## src/csb_defs.vh

```
// Constants for the core special-function-register bank
// Assumes inclusion by csb_core_sfr_bank.v and csb_muldiv.v only
`ifndef CSB_DEFS_VH
`define CSB_DEFS_VH
// ==============================================
// Register addresses
`define CSB_ADDR_STACK_TOP     8'h81
`define CSB_ADDR_INDEX_LOW     8'h82
`define CSB_ADDR_INDEX_HIGH    8'h83
`define CSB_ADDR_INDEX_PAGE    8'h84
`define CSB_ADDR_POWER_CTRL    8'h87
`define CSB_ADDR_MEM_CONFIG    8'haf
`define CSB_ADDR_STACK_UPPER   8'hb7
`define CSB_ADDR_STATUS_WORD   8'hd0
`define CSB_ADDR_MULDIV_HELPER 8'hf0
// ==============================================
// Reset values
`define CSB_RST_STACK_TOP      8'h07
`define CSB_RST_POWER_CTRL     8'h00
`define CSB_RST_MEM_CONFIG     8'h00
`define CSB_RST_STATUS_WORD    8'h00
`define CSB_RST_ZERO           8'h00
// ==============================================
// Status word fields
`define CSB_SW_CARRY           7
`define CSB_SW_HALF_CARRY      6
`define CSB_SW_USER0           5
`define CSB_SW_BANK_HI         4
`define CSB_SW_BANK_LO         3
`define CSB_SW_RANGE_ERR       2
`define CSB_SW_USER1           1
`define CSB_SW_PARITY          0
// ==============================================
// Power control fields
`define CSB_PC_BAUD_DOUBLER    7
`define CSB_PC_SERIAL_WAKE     6
`define CSB_PC_EXT_WAKE        5
`define CSB_PC_STROBE_OFF      4
`define CSB_PC_SPARE1          3
`define CSB_PC_SPARE0          2
`define CSB_PC_SLEEP_REQ       1
`define CSB_PC_WRITE_MASK      8'hfe
// ==============================================
// Memory configuration fields
`define CSB_MC_WIDE_STACK      7
`define CSB_MC_XDATA_MAP       0
`define CSB_MC_WRITE_MASK      8'h81
`define CSB_SU_WRITE_MASK      8'h07
// ==============================================
// Extended data map
`define CSB_XDATA_ONCHIP_TOP   24'h0007ff
`endif

```

## src/csb_core_sfr_bank.v

```verilog
// Core special-function-register bank with its side effects
// Assumes the core drives all requests synchronously, one per cycle
// Behaviour
// - Index pointer is page, high, low bytes; increment carries high into page.
// - Push or call increments stack pointer first, then writes at new location.
// - Reset loads stack top pointer with 07h; first push lands at 08h.
// - Three upper stack bits sit in low bits of upper-bits register at B7h.
// - Upper-bits register neither reads nor writes while wide stack is off.
// - With wide stack on, pointer advances 00FFh to 0100h into on-chip RAM.
// - With wide stack off, 8-bit pointer wraps FFh to 00h.
// - Memory configuration register reads 00h after reset.
// - Map enable puts on-chip extended RAM in lowest 2 kbytes of data space.
// - Map disabled sends extended data accesses to external memory, 16 MB.
// - Status word: carry 7, half carry 6, user 5, overflow 2, user 1, parity 0.
// - Status word bits 4 and 3 pick working register bank 0 to 3.
// - Status word is bit addressable at D0h, resets to 00h.
// - Power control bit 7 doubles serial baud rate.
// - Power control bit 6 lets serial interrupt end power-down.
// - Power control bit 5 lets pin interrupt end power-down, level or falling edge.
// - Power control bit 4 disables address latch strobe.
// - Writing one to power control bit 1 enters power-down.
// - Power control bits 3,2 are plain flags; bit 0 ignores writes.
// - Helper register serves multiply/divide, otherwise a scratch register.
`timescale 1ns/1ps
`include "csb_defs.vh"
module csb_core_sfr_bank
(
   input  wire        i_sys_clk,
   input  wire        i_rst_b,
   input  wire [7:0]  i_sfr_addr,
   input  wire        i_sfr_wr,
   input  wire        i_sfr_rd,
   input  wire [7:0]  i_sfr_wdata,
   input  wire        i_bit_wr,
   input  wire [7:0]  i_bit_addr,
   input  wire        i_bit_wdata,
   input  wire        i_stk_push,
   input  wire        i_stk_pop,
   input  wire        i_index_inc,
   input  wire        i_index_ld16,
   input  wire [15:0] i_index_wdata,
   input  wire        i_mul_go,
   input  wire        i_div_go,
   input  wire [7:0]  i_acc,
   input  wire        i_alu_flag_we,
   input  wire        i_alu_carry,
   input  wire        i_alu_half_carry,
   input  wire        i_alu_range_err,
   input  wire [23:0] i_xdata_addr,
   input  wire        i_serial_irq,
   input  wire        i_ext_int_zero_pin,
   input  wire        i_ext_int_zero_edge_select,
   output reg  [7:0]  o_sfr_rdata,
   output reg         o_sfr_hit,
   output reg  [10:0] o_stk_addr,
   output reg         o_stk_we,
   output reg  [23:0] o_memory_index_pointer,
   output reg  [7:0]  o_acc_result,
   output reg         o_acc_result_valid,
   output reg  [1:0]  o_bank_sel,
   output reg         o_baud_doubler,
   output reg         o_latch_strobe_en,
   output reg         o_sleep,
   output reg         o_xdata_onchip
);
   // ==============================================
   // Reset release
   reg        rst_meta_reg;
   reg        rst_sync_reg;
   wire       rst_s_b;

   always @(posedge i_sys_clk or negedge i_rst_b)
   begin
      if (!i_rst_b)
      begin
         rst_meta_reg <= 1'b0;
         rst_sync_reg <= 1'b0;
      end
      else
      begin
         rst_meta_reg <= 1'b1;
         rst_sync_reg <= rst_meta_reg;
      end
   end
   assign rst_s_b = rst_sync_reg;

   // ==============================================
   // Registers
   reg [7:0]  stack_top_pointer_reg;
   reg [7:0]  stack_top_pointer_next;
   reg [7:0]  stack_upper_bits_reg;
   reg [7:0]  stack_upper_bits_next;
   reg [7:0]  memory_config_reg;
   reg [7:0]  memory_config_next;
   reg [7:0]  power_control_reg;
   reg [7:0]  power_control_next;
   reg [7:0]  cpu_status_word_reg;
   reg [7:0]  cpu_status_word_next;
   reg [7:0]  helper_reg;
   reg [7:0]  helper_next;
   reg [7:0]  index_low_byte_reg;
   reg [7:0]  index_high_byte_reg;
   reg [7:0]  index_page_byte_reg;
   reg [23:0] index_next;
   reg        pin_prev_reg;

   wire       wide_stack_enable;
   wire       onchip_xdata_map_enable;
   wire [10:0] stk_full;
   wire [10:0] stk_inc;
   wire [10:0] stk_dec;
   wire [7:0] md_acc;
   wire [7:0] md_helper;
   wire       md_err;
   wire       md_go;
   wire       wake;
   wire       sw_bit_hit;
   wire [7:0] sw_bit_mask;

   assign wide_stack_enable       = memory_config_reg[`CSB_MC_WIDE_STACK];
   assign onchip_xdata_map_enable = memory_config_reg[`CSB_MC_XDATA_MAP];
   assign stk_full = {stack_upper_bits_reg[2:0] & {3{wide_stack_enable}}, stack_top_pointer_reg};
   assign stk_inc  = stk_full + 11'h001;
   assign stk_dec  = stk_full - 11'h001;
   assign md_go    = i_mul_go | i_div_go;
   // Status word occupies bit addresses D0h..D7h
   assign sw_bit_hit  = i_bit_wr && ((i_bit_addr & 8'hf8) == `CSB_ADDR_STATUS_WORD);
   assign sw_bit_mask = 8'h01 << i_bit_addr[2:0];

   // Wake sources; level mode looks for a low pin
   assign wake = (power_control_reg[`CSB_PC_SERIAL_WAKE] & i_serial_irq)
               | (power_control_reg[`CSB_PC_EXT_WAKE]
                  & (i_ext_int_zero_edge_select ? (pin_prev_reg & ~i_ext_int_zero_pin)
                                                : ~i_ext_int_zero_pin));

   csb_muldiv u_muldiv
   (
      .i_div        (i_div_go),
      .i_acc        (i_acc),
      .i_helper     (helper_reg),
      .o_acc_out    (md_acc),
      .o_helper_out (md_helper),
      .o_range_err  (md_err)
   );

   // ==============================================
   // Stack pointer next state
   // Register writes win over push/pop in the same cycle
   always @*
   begin
      stack_top_pointer_next = stack_top_pointer_reg;
      stack_upper_bits_next  = stack_upper_bits_reg;
      if (i_stk_push)
      begin
         if (wide_stack_enable)
         begin
            stack_top_pointer_next = stk_inc[7:0];
            stack_upper_bits_next  = {5'h00, stk_inc[10:8]};
         end
         else
         begin
            stack_top_pointer_next = stk_inc[7:0];
         end
      end
      else if (i_stk_pop)
      begin
         if (wide_stack_enable)
         begin
            stack_top_pointer_next = stk_dec[7:0];
            stack_upper_bits_next  = {5'h00, stk_dec[10:8]};
         end
         else
         begin
            stack_top_pointer_next = stk_dec[7:0];
         end
      end
      if (i_sfr_wr && i_sfr_addr == `CSB_ADDR_STACK_TOP)
      begin
         stack_top_pointer_next = i_sfr_wdata;
      end
      if (i_sfr_wr && i_sfr_addr == `CSB_ADDR_STACK_UPPER && wide_stack_enable)
      begin
         stack_upper_bits_next = i_sfr_wdata & `CSB_SU_WRITE_MASK;
      end
   end

   // ==============================================
   // Index pointer next state
   always @*
   begin
      index_next = {index_page_byte_reg, index_high_byte_reg, index_low_byte_reg};
      if (i_index_inc)
      begin
         index_next = index_next + 24'h000001;
      end
      else if (i_index_ld16)
      begin
         index_next[15:0] = i_index_wdata;
      end
      if (i_sfr_wr && i_sfr_addr == `CSB_ADDR_INDEX_LOW)
      begin
         index_next[7:0] = i_sfr_wdata;
      end
      if (i_sfr_wr && i_sfr_addr == `CSB_ADDR_INDEX_HIGH)
      begin
         index_next[15:8] = i_sfr_wdata;
      end
      if (i_sfr_wr && i_sfr_addr == `CSB_ADDR_INDEX_PAGE)
      begin
         index_next[23:16] = i_sfr_wdata;
      end
   end

   // ==============================================
   // Status word, helper, config and power next state
   always @*
   begin
      cpu_status_word_next = cpu_status_word_reg;
      helper_next          = helper_reg;
      memory_config_next   = memory_config_reg;
      power_control_next   = power_control_reg;
      if (i_alu_flag_we)
      begin
         cpu_status_word_next[`CSB_SW_CARRY]      = i_alu_carry;
         cpu_status_word_next[`CSB_SW_HALF_CARRY] = i_alu_half_carry;
         cpu_status_word_next[`CSB_SW_RANGE_ERR]  = i_alu_range_err;
      end
      if (md_go)
      begin
         helper_next                             = md_helper;
         cpu_status_word_next[`CSB_SW_CARRY]     = 1'b0;
         cpu_status_word_next[`CSB_SW_RANGE_ERR] = md_err;
      end
      if (sw_bit_hit)
      begin
         cpu_status_word_next = (cpu_status_word_next & ~sw_bit_mask)
                              | ({8{i_bit_wdata}} & sw_bit_mask);
      end
      if (i_sfr_wr)
      begin
         case (i_sfr_addr)
            `CSB_ADDR_STATUS_WORD:
               cpu_status_word_next = i_sfr_wdata;
            `CSB_ADDR_MULDIV_HELPER:
               helper_next = i_sfr_wdata;
            `CSB_ADDR_MEM_CONFIG:
               memory_config_next = i_sfr_wdata & `CSB_MC_WRITE_MASK;
            `CSB_ADDR_POWER_CTRL:
               power_control_next = i_sfr_wdata & `CSB_PC_WRITE_MASK;
            default:
               helper_next = helper_next;
         endcase
      end
      // Parity always tracks the accumulator, so writes cannot stick
      cpu_status_word_next[`CSB_SW_PARITY] = ^i_acc;
      // Wake clears the sleep request; a fresh write in the same cycle wins
      if (wake && !(i_sfr_wr && i_sfr_addr == `CSB_ADDR_POWER_CTRL))
      begin
         power_control_next[`CSB_PC_SLEEP_REQ] = 1'b0;
      end
   end

   // ==============================================
   // State registers
   always @(posedge i_sys_clk or negedge rst_s_b)
   begin
      if (!rst_s_b)
      begin
         stack_top_pointer_reg <= `CSB_RST_STACK_TOP;
         stack_upper_bits_reg  <= `CSB_RST_ZERO;
         memory_config_reg     <= `CSB_RST_MEM_CONFIG;
         power_control_reg     <= `CSB_RST_POWER_CTRL;
         cpu_status_word_reg   <= `CSB_RST_STATUS_WORD;
         helper_reg            <= `CSB_RST_ZERO;
         index_low_byte_reg    <= `CSB_RST_ZERO;
         index_high_byte_reg   <= `CSB_RST_ZERO;
         index_page_byte_reg   <= `CSB_RST_ZERO;
         pin_prev_reg          <= 1'b1;
      end
      else
      begin
         stack_top_pointer_reg <= stack_top_pointer_next;
         stack_upper_bits_reg  <= stack_upper_bits_next;
         memory_config_reg     <= memory_config_next;
         power_control_reg     <= power_control_next;
         cpu_status_word_reg   <= cpu_status_word_next;
         helper_reg            <= helper_next;
         index_low_byte_reg    <= index_next[7:0];
         index_high_byte_reg   <= index_next[15:8];
         index_page_byte_reg   <= index_next[23:16];
         pin_prev_reg          <= i_ext_int_zero_pin;
      end
   end

   // ==============================================
   // Outputs and read path
   always @(posedge i_sys_clk or negedge rst_s_b)
   begin
      if (!rst_s_b)
      begin
         o_sfr_rdata            <= 8'h00;
         o_sfr_hit              <= 1'b0;
         o_stk_addr             <= 11'h000;
         o_stk_we               <= 1'b0;
         o_memory_index_pointer <= 24'h000000;
         o_acc_result           <= 8'h00;
         o_acc_result_valid     <= 1'b0;
         o_bank_sel             <= 2'h0;
         o_baud_doubler         <= 1'b0;
         o_latch_strobe_en      <= 1'b1;
         o_sleep                <= 1'b0;
         o_xdata_onchip         <= 1'b0;
      end
      else
      begin
         // Push writes at the incremented pointer; pop reads old top
         o_stk_we   <= i_stk_push;
         o_stk_addr <= i_stk_push ? {stack_upper_bits_next[2:0] & {3{wide_stack_enable}}, stack_top_pointer_next}
                                  : stk_full;
         o_memory_index_pointer <= index_next;
         o_acc_result           <= md_acc;
         o_acc_result_valid     <= md_go;
         o_bank_sel     <= {cpu_status_word_next[`CSB_SW_BANK_HI],
                            cpu_status_word_next[`CSB_SW_BANK_LO]};
         o_baud_doubler <= power_control_next[`CSB_PC_BAUD_DOUBLER];
         o_latch_strobe_en <= ~power_control_next[`CSB_PC_STROBE_OFF];
         o_sleep        <= power_control_next[`CSB_PC_SLEEP_REQ];
         // Only the low 2 kbytes go on chip, the rest stays external
         o_xdata_onchip <= onchip_xdata_map_enable
                           && (i_xdata_addr <= `CSB_XDATA_ONCHIP_TOP);
         o_sfr_hit   <= 1'b0;
         o_sfr_rdata <= 8'h00;
         if (i_sfr_rd)
         begin
            o_sfr_hit <= 1'b1;
            case (i_sfr_addr)
               `CSB_ADDR_STACK_TOP:     o_sfr_rdata <= stack_top_pointer_reg;
               `CSB_ADDR_STACK_UPPER:
               begin
                  // Disabled register stays silent
                  o_sfr_rdata <= wide_stack_enable ? stack_upper_bits_reg : 8'h00;
                  o_sfr_hit   <= wide_stack_enable;
               end
               `CSB_ADDR_INDEX_LOW:     o_sfr_rdata <= index_low_byte_reg;
               `CSB_ADDR_INDEX_HIGH:    o_sfr_rdata <= index_high_byte_reg;
               `CSB_ADDR_INDEX_PAGE:    o_sfr_rdata <= index_page_byte_reg;
               `CSB_ADDR_POWER_CTRL:    o_sfr_rdata <= power_control_reg;
               `CSB_ADDR_MEM_CONFIG:    o_sfr_rdata <= memory_config_reg;
               `CSB_ADDR_STATUS_WORD:   o_sfr_rdata <= cpu_status_word_reg;
               `CSB_ADDR_MULDIV_HELPER: o_sfr_rdata <= helper_reg;
               default:                 o_sfr_hit   <= 1'b0;
            endcase
         end
      end
   end
endmodule

```

## src/csb_muldiv.v

```verilog
// Multiply and divide of accumulator by the helper register
// Assumes operands are stable for the cycle they are sampled
`timescale 1ns/1ps
`include "csb_defs.vh"
module csb_muldiv
(
   input  wire       i_div,
   input  wire [7:0] i_acc,
   input  wire [7:0] i_helper,
   output reg  [7:0] o_acc_out,
   output reg  [7:0] o_helper_out,
   output reg        o_range_err
);
   reg [15:0] prod;

   // ==============================================
   // Combinational arithmetic
   always @*
   begin
      prod = {8'h00, i_acc} * {8'h00, i_helper};
      if (i_div)
      begin
         // Divide by zero leaves operands, flags error
         if (i_helper == `CSB_RST_ZERO)
         begin
            o_acc_out    = i_acc;
            o_helper_out = i_helper;
            o_range_err  = 1'b1;
         end
         else
         begin
            o_acc_out    = i_acc / i_helper;
            o_helper_out = i_acc % i_helper;
            o_range_err  = 1'b0;
         end
      end
      else
      begin
         o_acc_out    = prod[7:0];
         o_helper_out = prod[15:8];
         o_range_err  = (prod[15:8] != `CSB_RST_ZERO);
      end
   end
endmodule

```

## config.mk

```make
export PLATFORM = sky130hd
export DESIGN_NAME = csb_core_sfr_bank
export DESIGN_NICKNAME = d
export VERILOG_FILES = /design/src/csb_core_sfr_bank.v /design/src/csb_muldiv.v
export VERILOG_INCLUDE_DIRS = /design/src
export SDC_FILE = /design/constraint.sdc
export NUM_CORES = 1
export LEC_CHECK = 0
export BUFFER_PORTS_ARGS = -buffer_cell sky130_fd_sc_hd__buf_2
export CAP_MARGIN = 0
export CORE_ASPECT_RATIO = 1.1
export CORE_MARGIN = 2
export CORE_UTILIZATION = 40
export DETAILED_ROUTE_END_ITERATION = 10
export PLACE_DENSITY = 0.58
export SKIP_CTS_REPAIR_TIMING = 1
export SLEW_MARGIN = 20
export SYNTH_ARGS = -nofsm -noshare
export SYNTH_HDL_FRONTEND = slang
export SYNTH_HIERARCHICAL = 1
export SYNTH_SLANG_ARGS = --single-unit
export TNS_END_PERCENT = 1
```

## constraint.sdc

```tcl
create_clock -name i_sys_clk -period 9 [get_ports i_sys_clk]
set_input_delay 1.8 -clock i_sys_clk [delete_from_list [all_inputs] [get_ports i_sys_clk]]
set_output_delay 1.8 -clock i_sys_clk [all_outputs]
set_load 0.005 [all_outputs]
```

# == After elaboration in Yosys (flattened, before gate mapping) ==
# Index checks and enable logic that the tools add are counted.
# totals
register_bits,128
latchBits,0
ramBits,0
romBits,0
input_bits,91
output_inout_bits,60
elab_cells,117
memories,0
# op_classes
addsub,3
n_mul,1
n_div,2
n_lt_le_gt_ge,1
n_eq_ne,10
shifts,1
n_mux,40
n_bitwise,13
n_reduce_logical,20
# ops
cell,count
$mux 8,26
$eq 8x8->1 const B,9
$pmux 8 s9,1
$mux 16,2
$add 24x1->24 const B,1
$le 24x11->1 const B,1
$and 8x8->8,2
$mul 8x8->16,1
$add 11x1->11 const B,1
$mux 11,1
$sub 11x1->11 const B,1
$logic_and 1x1->1,10
$div 8x8->8,1
$logic_not 8->1,1
$mod 8x8->8,1
$mux 1,8
$not 8->8,1
$or 8x8->8,1
$reduce_bool 8->1,1
$reduce_or 8->1,1
$reduce_xor 8->1,1
$shl 1x3->8 const A,1
$and 3x3->3,2
$reduce_and 2->1,3
9 further kinds,13

# == Longest topological paths before layout ==
# logic_depth
ltp_word,9
depth_mapped,52
mapped_depth_nobuf,49

# == Hierarchy ==
# Netlist, hierarchy kept.
# modules_own_cells
module,instances,cells_per_inst,area_per_inst_um2,seq_area_each_um2
csb_core_sfr_bank,1,585,5698.0,2383.5
csb_muldiv,1,565,4216.5,0.0

# == Worst setup path before layout ==
# OpenSTA, ideal clock, no wires.
# synth_path
path_type,in2reg
startpoint,in i_acc[7]
endpoint,reg helper_reg[7]
setup_ns,0.077
arrival_ns,12.379
required_time_ns,8.923
path_slack_ns,-3.456
cell_stages,47
path_buffers,2
path_cell_list,ha_1 a21oi_1 ha_1 or4b_2 o311ai_0 a22oi_1 ha_1 o211ai_1 a211oi_4 a211oi_1 or2_2 ha_1 a21oi_1 a211oi_2 or2_2 o31ai_1 inv_1 ha_1 (+11 left out) inv_1 ha_1 o21ai_0 o21ai_0 a31oi_1 o21ai_1 mux2_2 fa_1 nor2b_1 o21ai_0 a21oi_1 o221ai_1 and2_1 clkbuf_1 or4b_2 o311ai_1 mux2i_1 a21oi_1
# synth_via
elab_chain_cells,6
elab_cells_between_ends,7
classes_between,mul: 1; div: 1; mux: 5
# synth_rtl
element,line,rtl
"start, declared",csb_core_sfr_bank.v:44,"input wire [7:0] i_acc,"
$mod 8x8->8,csb_muldiv.v:33,o_helper_out = i_acc % i_helper;
$mux 8,csb_muldiv.v:24,if (i_helper == `CSB_RST_ZERO)
$mux 8 (*),csb_muldiv.v:21,if (i_div)
via md_helper[7],csb_core_sfr_bank.v:113,wire [7:0] md_helper;
$mux 8 (*),csb_core_sfr_bank.v:228,if (md_go)
$mux 8,csb_core_sfr_bank.v:241,case (i_sfr_addr)
$mux 8 (*),csb_core_sfr_bank.v:239,if (i_sfr_wr)
via helper_next[7],csb_core_sfr_bank.v:100,reg [7:0] helper_next;
"end signal, assigned",csb_core_sfr_bank.v:274,helper_reg <= `CSB_RST_ZERO;
"end signal, assigned",csb_core_sfr_bank.v:287,helper_reg <= helper_next;
"end, declared",csb_core_sfr_bank.v:99,reg [7:0] helper_reg;
# Mark *: on every way through the listed nets, which the timed path passes. The rest lies on a longest branch.
# A chain may end at the register's enable or synchronous reset.

# == Final worst setup path ==
# Ends and elaborated chain as after synthesis.

==> impl_metrics.py <==
metrics = {
    "status": {
        "status": "finished with violations",
        "violations": "setup timing",
    },
    "timing": {
        "max-slew-margin-rel_pct": 43.44,
        "setup_viol": 10,
        "clock_skew_ps": 11.12,
        "finalCriticalPeriod_ps": 11180,
        "maxSlewViolCount": 0,
        "fin_ws_ps": -2182,
        "rsz0062_at_grt": "true",
        "tightest_slew_ps": 844.8,
        "fin_setup_tns_ps": -19060,
        "hold_ws_ps": 305.0,
        "post-route-period-util_pct": 124.2,
        "finalHoldViolations": 0,
        "fmax_mhz": 89.43,
    },
    "drt": {
        "route.detailed.drc": 0,
        "drt_pre_antenna_iters": 5,
        "wirelength_mm": 32.61,
        "drtIter0Drc": 584,
        "vias": 9643,
        "drt-wirelength-per-cell_um": 19.22,
        "viasPerCell": 5.686,
        "ant_nets": 0,
    },
    "layout": {
        "largest_reg_flops": 23,
        "nets": 1589,
        "regMostFlops": "o_memory_index_pointer",
        "area_delta_synth_final_pct": 27.41,
        "reg_top3": "o_memory_index_pointer: 23 flops, o_stk_addr: 11 flops",
        "antenna_cells": 0,
        "drive_gt1_share_pct": 31.82,
        "final_cells": 1696,
    },
    "yosys": {
        "synth_nets": 1358,
        "synth_top_family_by_area": "simple AND/OR/NAND/NOR gates",
        "netlist_instances": 1150,
        "yosys.area_share.simple_pct": 20.90,
        "netlist_area_um2": 9915,
        "synth_compound_area_share_pct": 19.38,
        "avgSynthCellArea_um2": 8.621,
        "synth_flop_cell": "dfrtp_1",
        "synth_edf_count": 0,
        "ys_types": 96,
        "yosys_warnings": 6,
        "synth_adder_area_share_pct": 17.57,
        "synth_xor_area_share_pct": 5.035,
        "synthMuxAreaShare_pct": 6.966,
        "yosysSeqAreaShare_pct": 24.04,
        "async_flop_share_pct": 100.0,
        "ys_ff_latch": 95,
    },
    "global_route": {
        "first_global_vias": 9422,
        "grt_first_pass_wirelength_mm": 50.93,
        "antenna_found_initial": 0,
        "grt.overflow.total": 0,
        "grt_use_total_pct": 24.85,
        "grt_max_degree": 62,
    },
    "cts": {
        "cts_max_path_buffers": 2,
        "numCtsBuffers": 9,
        "cts_tree": "done",
        "htree_levels": 3,
        "worstSkewPairLatency_ps": 360,
        "clock_sinks": 95,
        "clockRootBuffer": "clkbuf_16",
        "path_clk_slew_ps": 80,
    },
    "critical_path": {
        "cp.required_ps": 9270,
        "crit_arrival_ps": 11450,
        "critPathMostFrequentCell": "ha_4",
        "cp-start-kind": "primary input",
        "worst_path_max_delay_cell": "or4b_4",
        "crit_type": "in2reg",
        "end_kind": "flop",
        "cp_max_fo": 7,
        "crit_path_max_incr_delay_ps": 550,
    },
    "flow_run": {
        "maxCapViolCount": 0,
    },
    "floorplanning": {
        "rows": 60,
        "die_area_um2": 26060,
        "die_y_um": 169.1,
        "fp.dieW_um": 154.1,
        "start_util_pct": 40.64,
        "design.core.area_um2": 24400,
        "ios": 151,
    },
    "place": {
        "dp_cells": 1667,
        "place_hpwl_mm": 24.76,
        "port_buffers": 139,
        "gp_congestion": 0.8962,
        "pre_cts_ws_ps": -2715,
    },
    "hold_path": {
        "holdCritPathClass": "reg2async",
    },
}
cell type report:
type                    count  area (µm²)
well taps                 310       387.9
flip-flops and latches     95        2387
clock buffers               9       225.2
multi-input cells         911        7476
repair buffers            279        1764
fillers                  2311       11770
inverters                  85       319.1
clock inverters             7       72.57
final timing paths:
check | startpoint | to | cells after the start | slack, ps
min in group i_sys_clk | rst_meta_reg$_DFF_PN0_ | rst_s_b$_DFF_PN0_ | 0 | 370
max reg2reg | helper_reg[2]$_DFF_PN0_ | helper_reg[7]$_DFF_PN0_ | 51 | -1840
max | i_acc[7] | helper_reg[7]$_DFF_PN0_ | 48 | -2180
min | rst_s_b$_DFF_PN0_ | o_acc_result_valid$_DFF_PN0_ | 0 | 310
max in group asynchronous | rst_s_b$_DFF_PN0_ | o_stk_addr[6]$_DFF_PN0_ | 1 | 7500
min reg2reg | rst_s_b$_DFF_PN0_ | o_acc_result_valid$_DFF_PN0_ | 0 | 310
cell families after synthesis:
kind of cell             after synthesis
adder cells (fa/ha/maj)              117
AND/OR/NAND/NOR                      391
flip-flops                            95
other                                  1
AO/OA/AOI/OAI                        281
buffers and inverters                144
multiplexers                          64
XOR/XNOR                              57
critical path, delay by kind of cell:
kind | cells | cell delay (ps)
AOI/OAI and AO/OA | 25 | 4030
and+or+nand+nor | 9 | 2500
adders and majority gates | 8 | 2010
buffers and inverters | 4 | 620
muxes | 2 | 470
routing by layer:
metal	global-route usage [%]	vias up	share of wire, %
met5	0	-	0
met4	7.477	0	2.7
met3	3.277	57	5.4
met2	42.41	335	48
met1	32.92	4674	44
li1	-	4577	-
cell usage in the layout (no fill, tap or decap), types with 8 or more instances in the layout:
cell type  netlist  final
nand2b_1        11     11
fa_1            37     36
nand3_1         26     26
xnor2_1         32     32
o21a_1          18     18
a22oi_1          9      8
buf_2           17    138
a31oi_1         13      9
mux2_2          28     27
mux2i_1         33     30
nand4_1         13     13
nor2b_1         25     24
a21o_1          15     15
xor2_1          25     25
and3_1          11     11
nand2_1        106    105
nor4_1          10     10
a211oi_1        25     22
clkbuf_16        0      9
inv_1           85     84
nor3_1          22     20
a21oi_1         72     60
buf_4            6    137
and2_1          13     12
ha_1            80     63
ha_4             0     11
dfrtp_1         90     89
o21ai_0         47     40
nor2_1          92     91
metrics by stage:
stage	area, µm²	utilization, %
floorplan	10130	-
global placement	11880	48.68
detailed placement	11880	48.68
CTS	12170	49.90
global route	12630	51.77
finish	12630	51.77
synth_stat cells (all sizes together), types with 25 or more instances:
cell type / n / share of area, %
o21ai: 52 / 2.6
xnor2: 32 / 2.8
mux2: 31 / 3.6
nand2: 106 / 4.0
nor2: 94 / 3.6
a21oi: 72 / 3.6
clkbuf: 31 / 1.2
inv: 85 / 3.2
nand3: 27 / 1.4
a211oi: 27 / 2.2
xor2: 25 / 2.2
fa: 37 / 7.5
nor2b: 25 / 1.6
dfrtp: 90 / 23
buf: 28 / 1.7
ha: 80 / 10
mux2i: 33 / 3.3
Power is left out: the tool's default activity adds up to more than one toggle a clock period on the data nets, which glitch-free logic cannot reach.
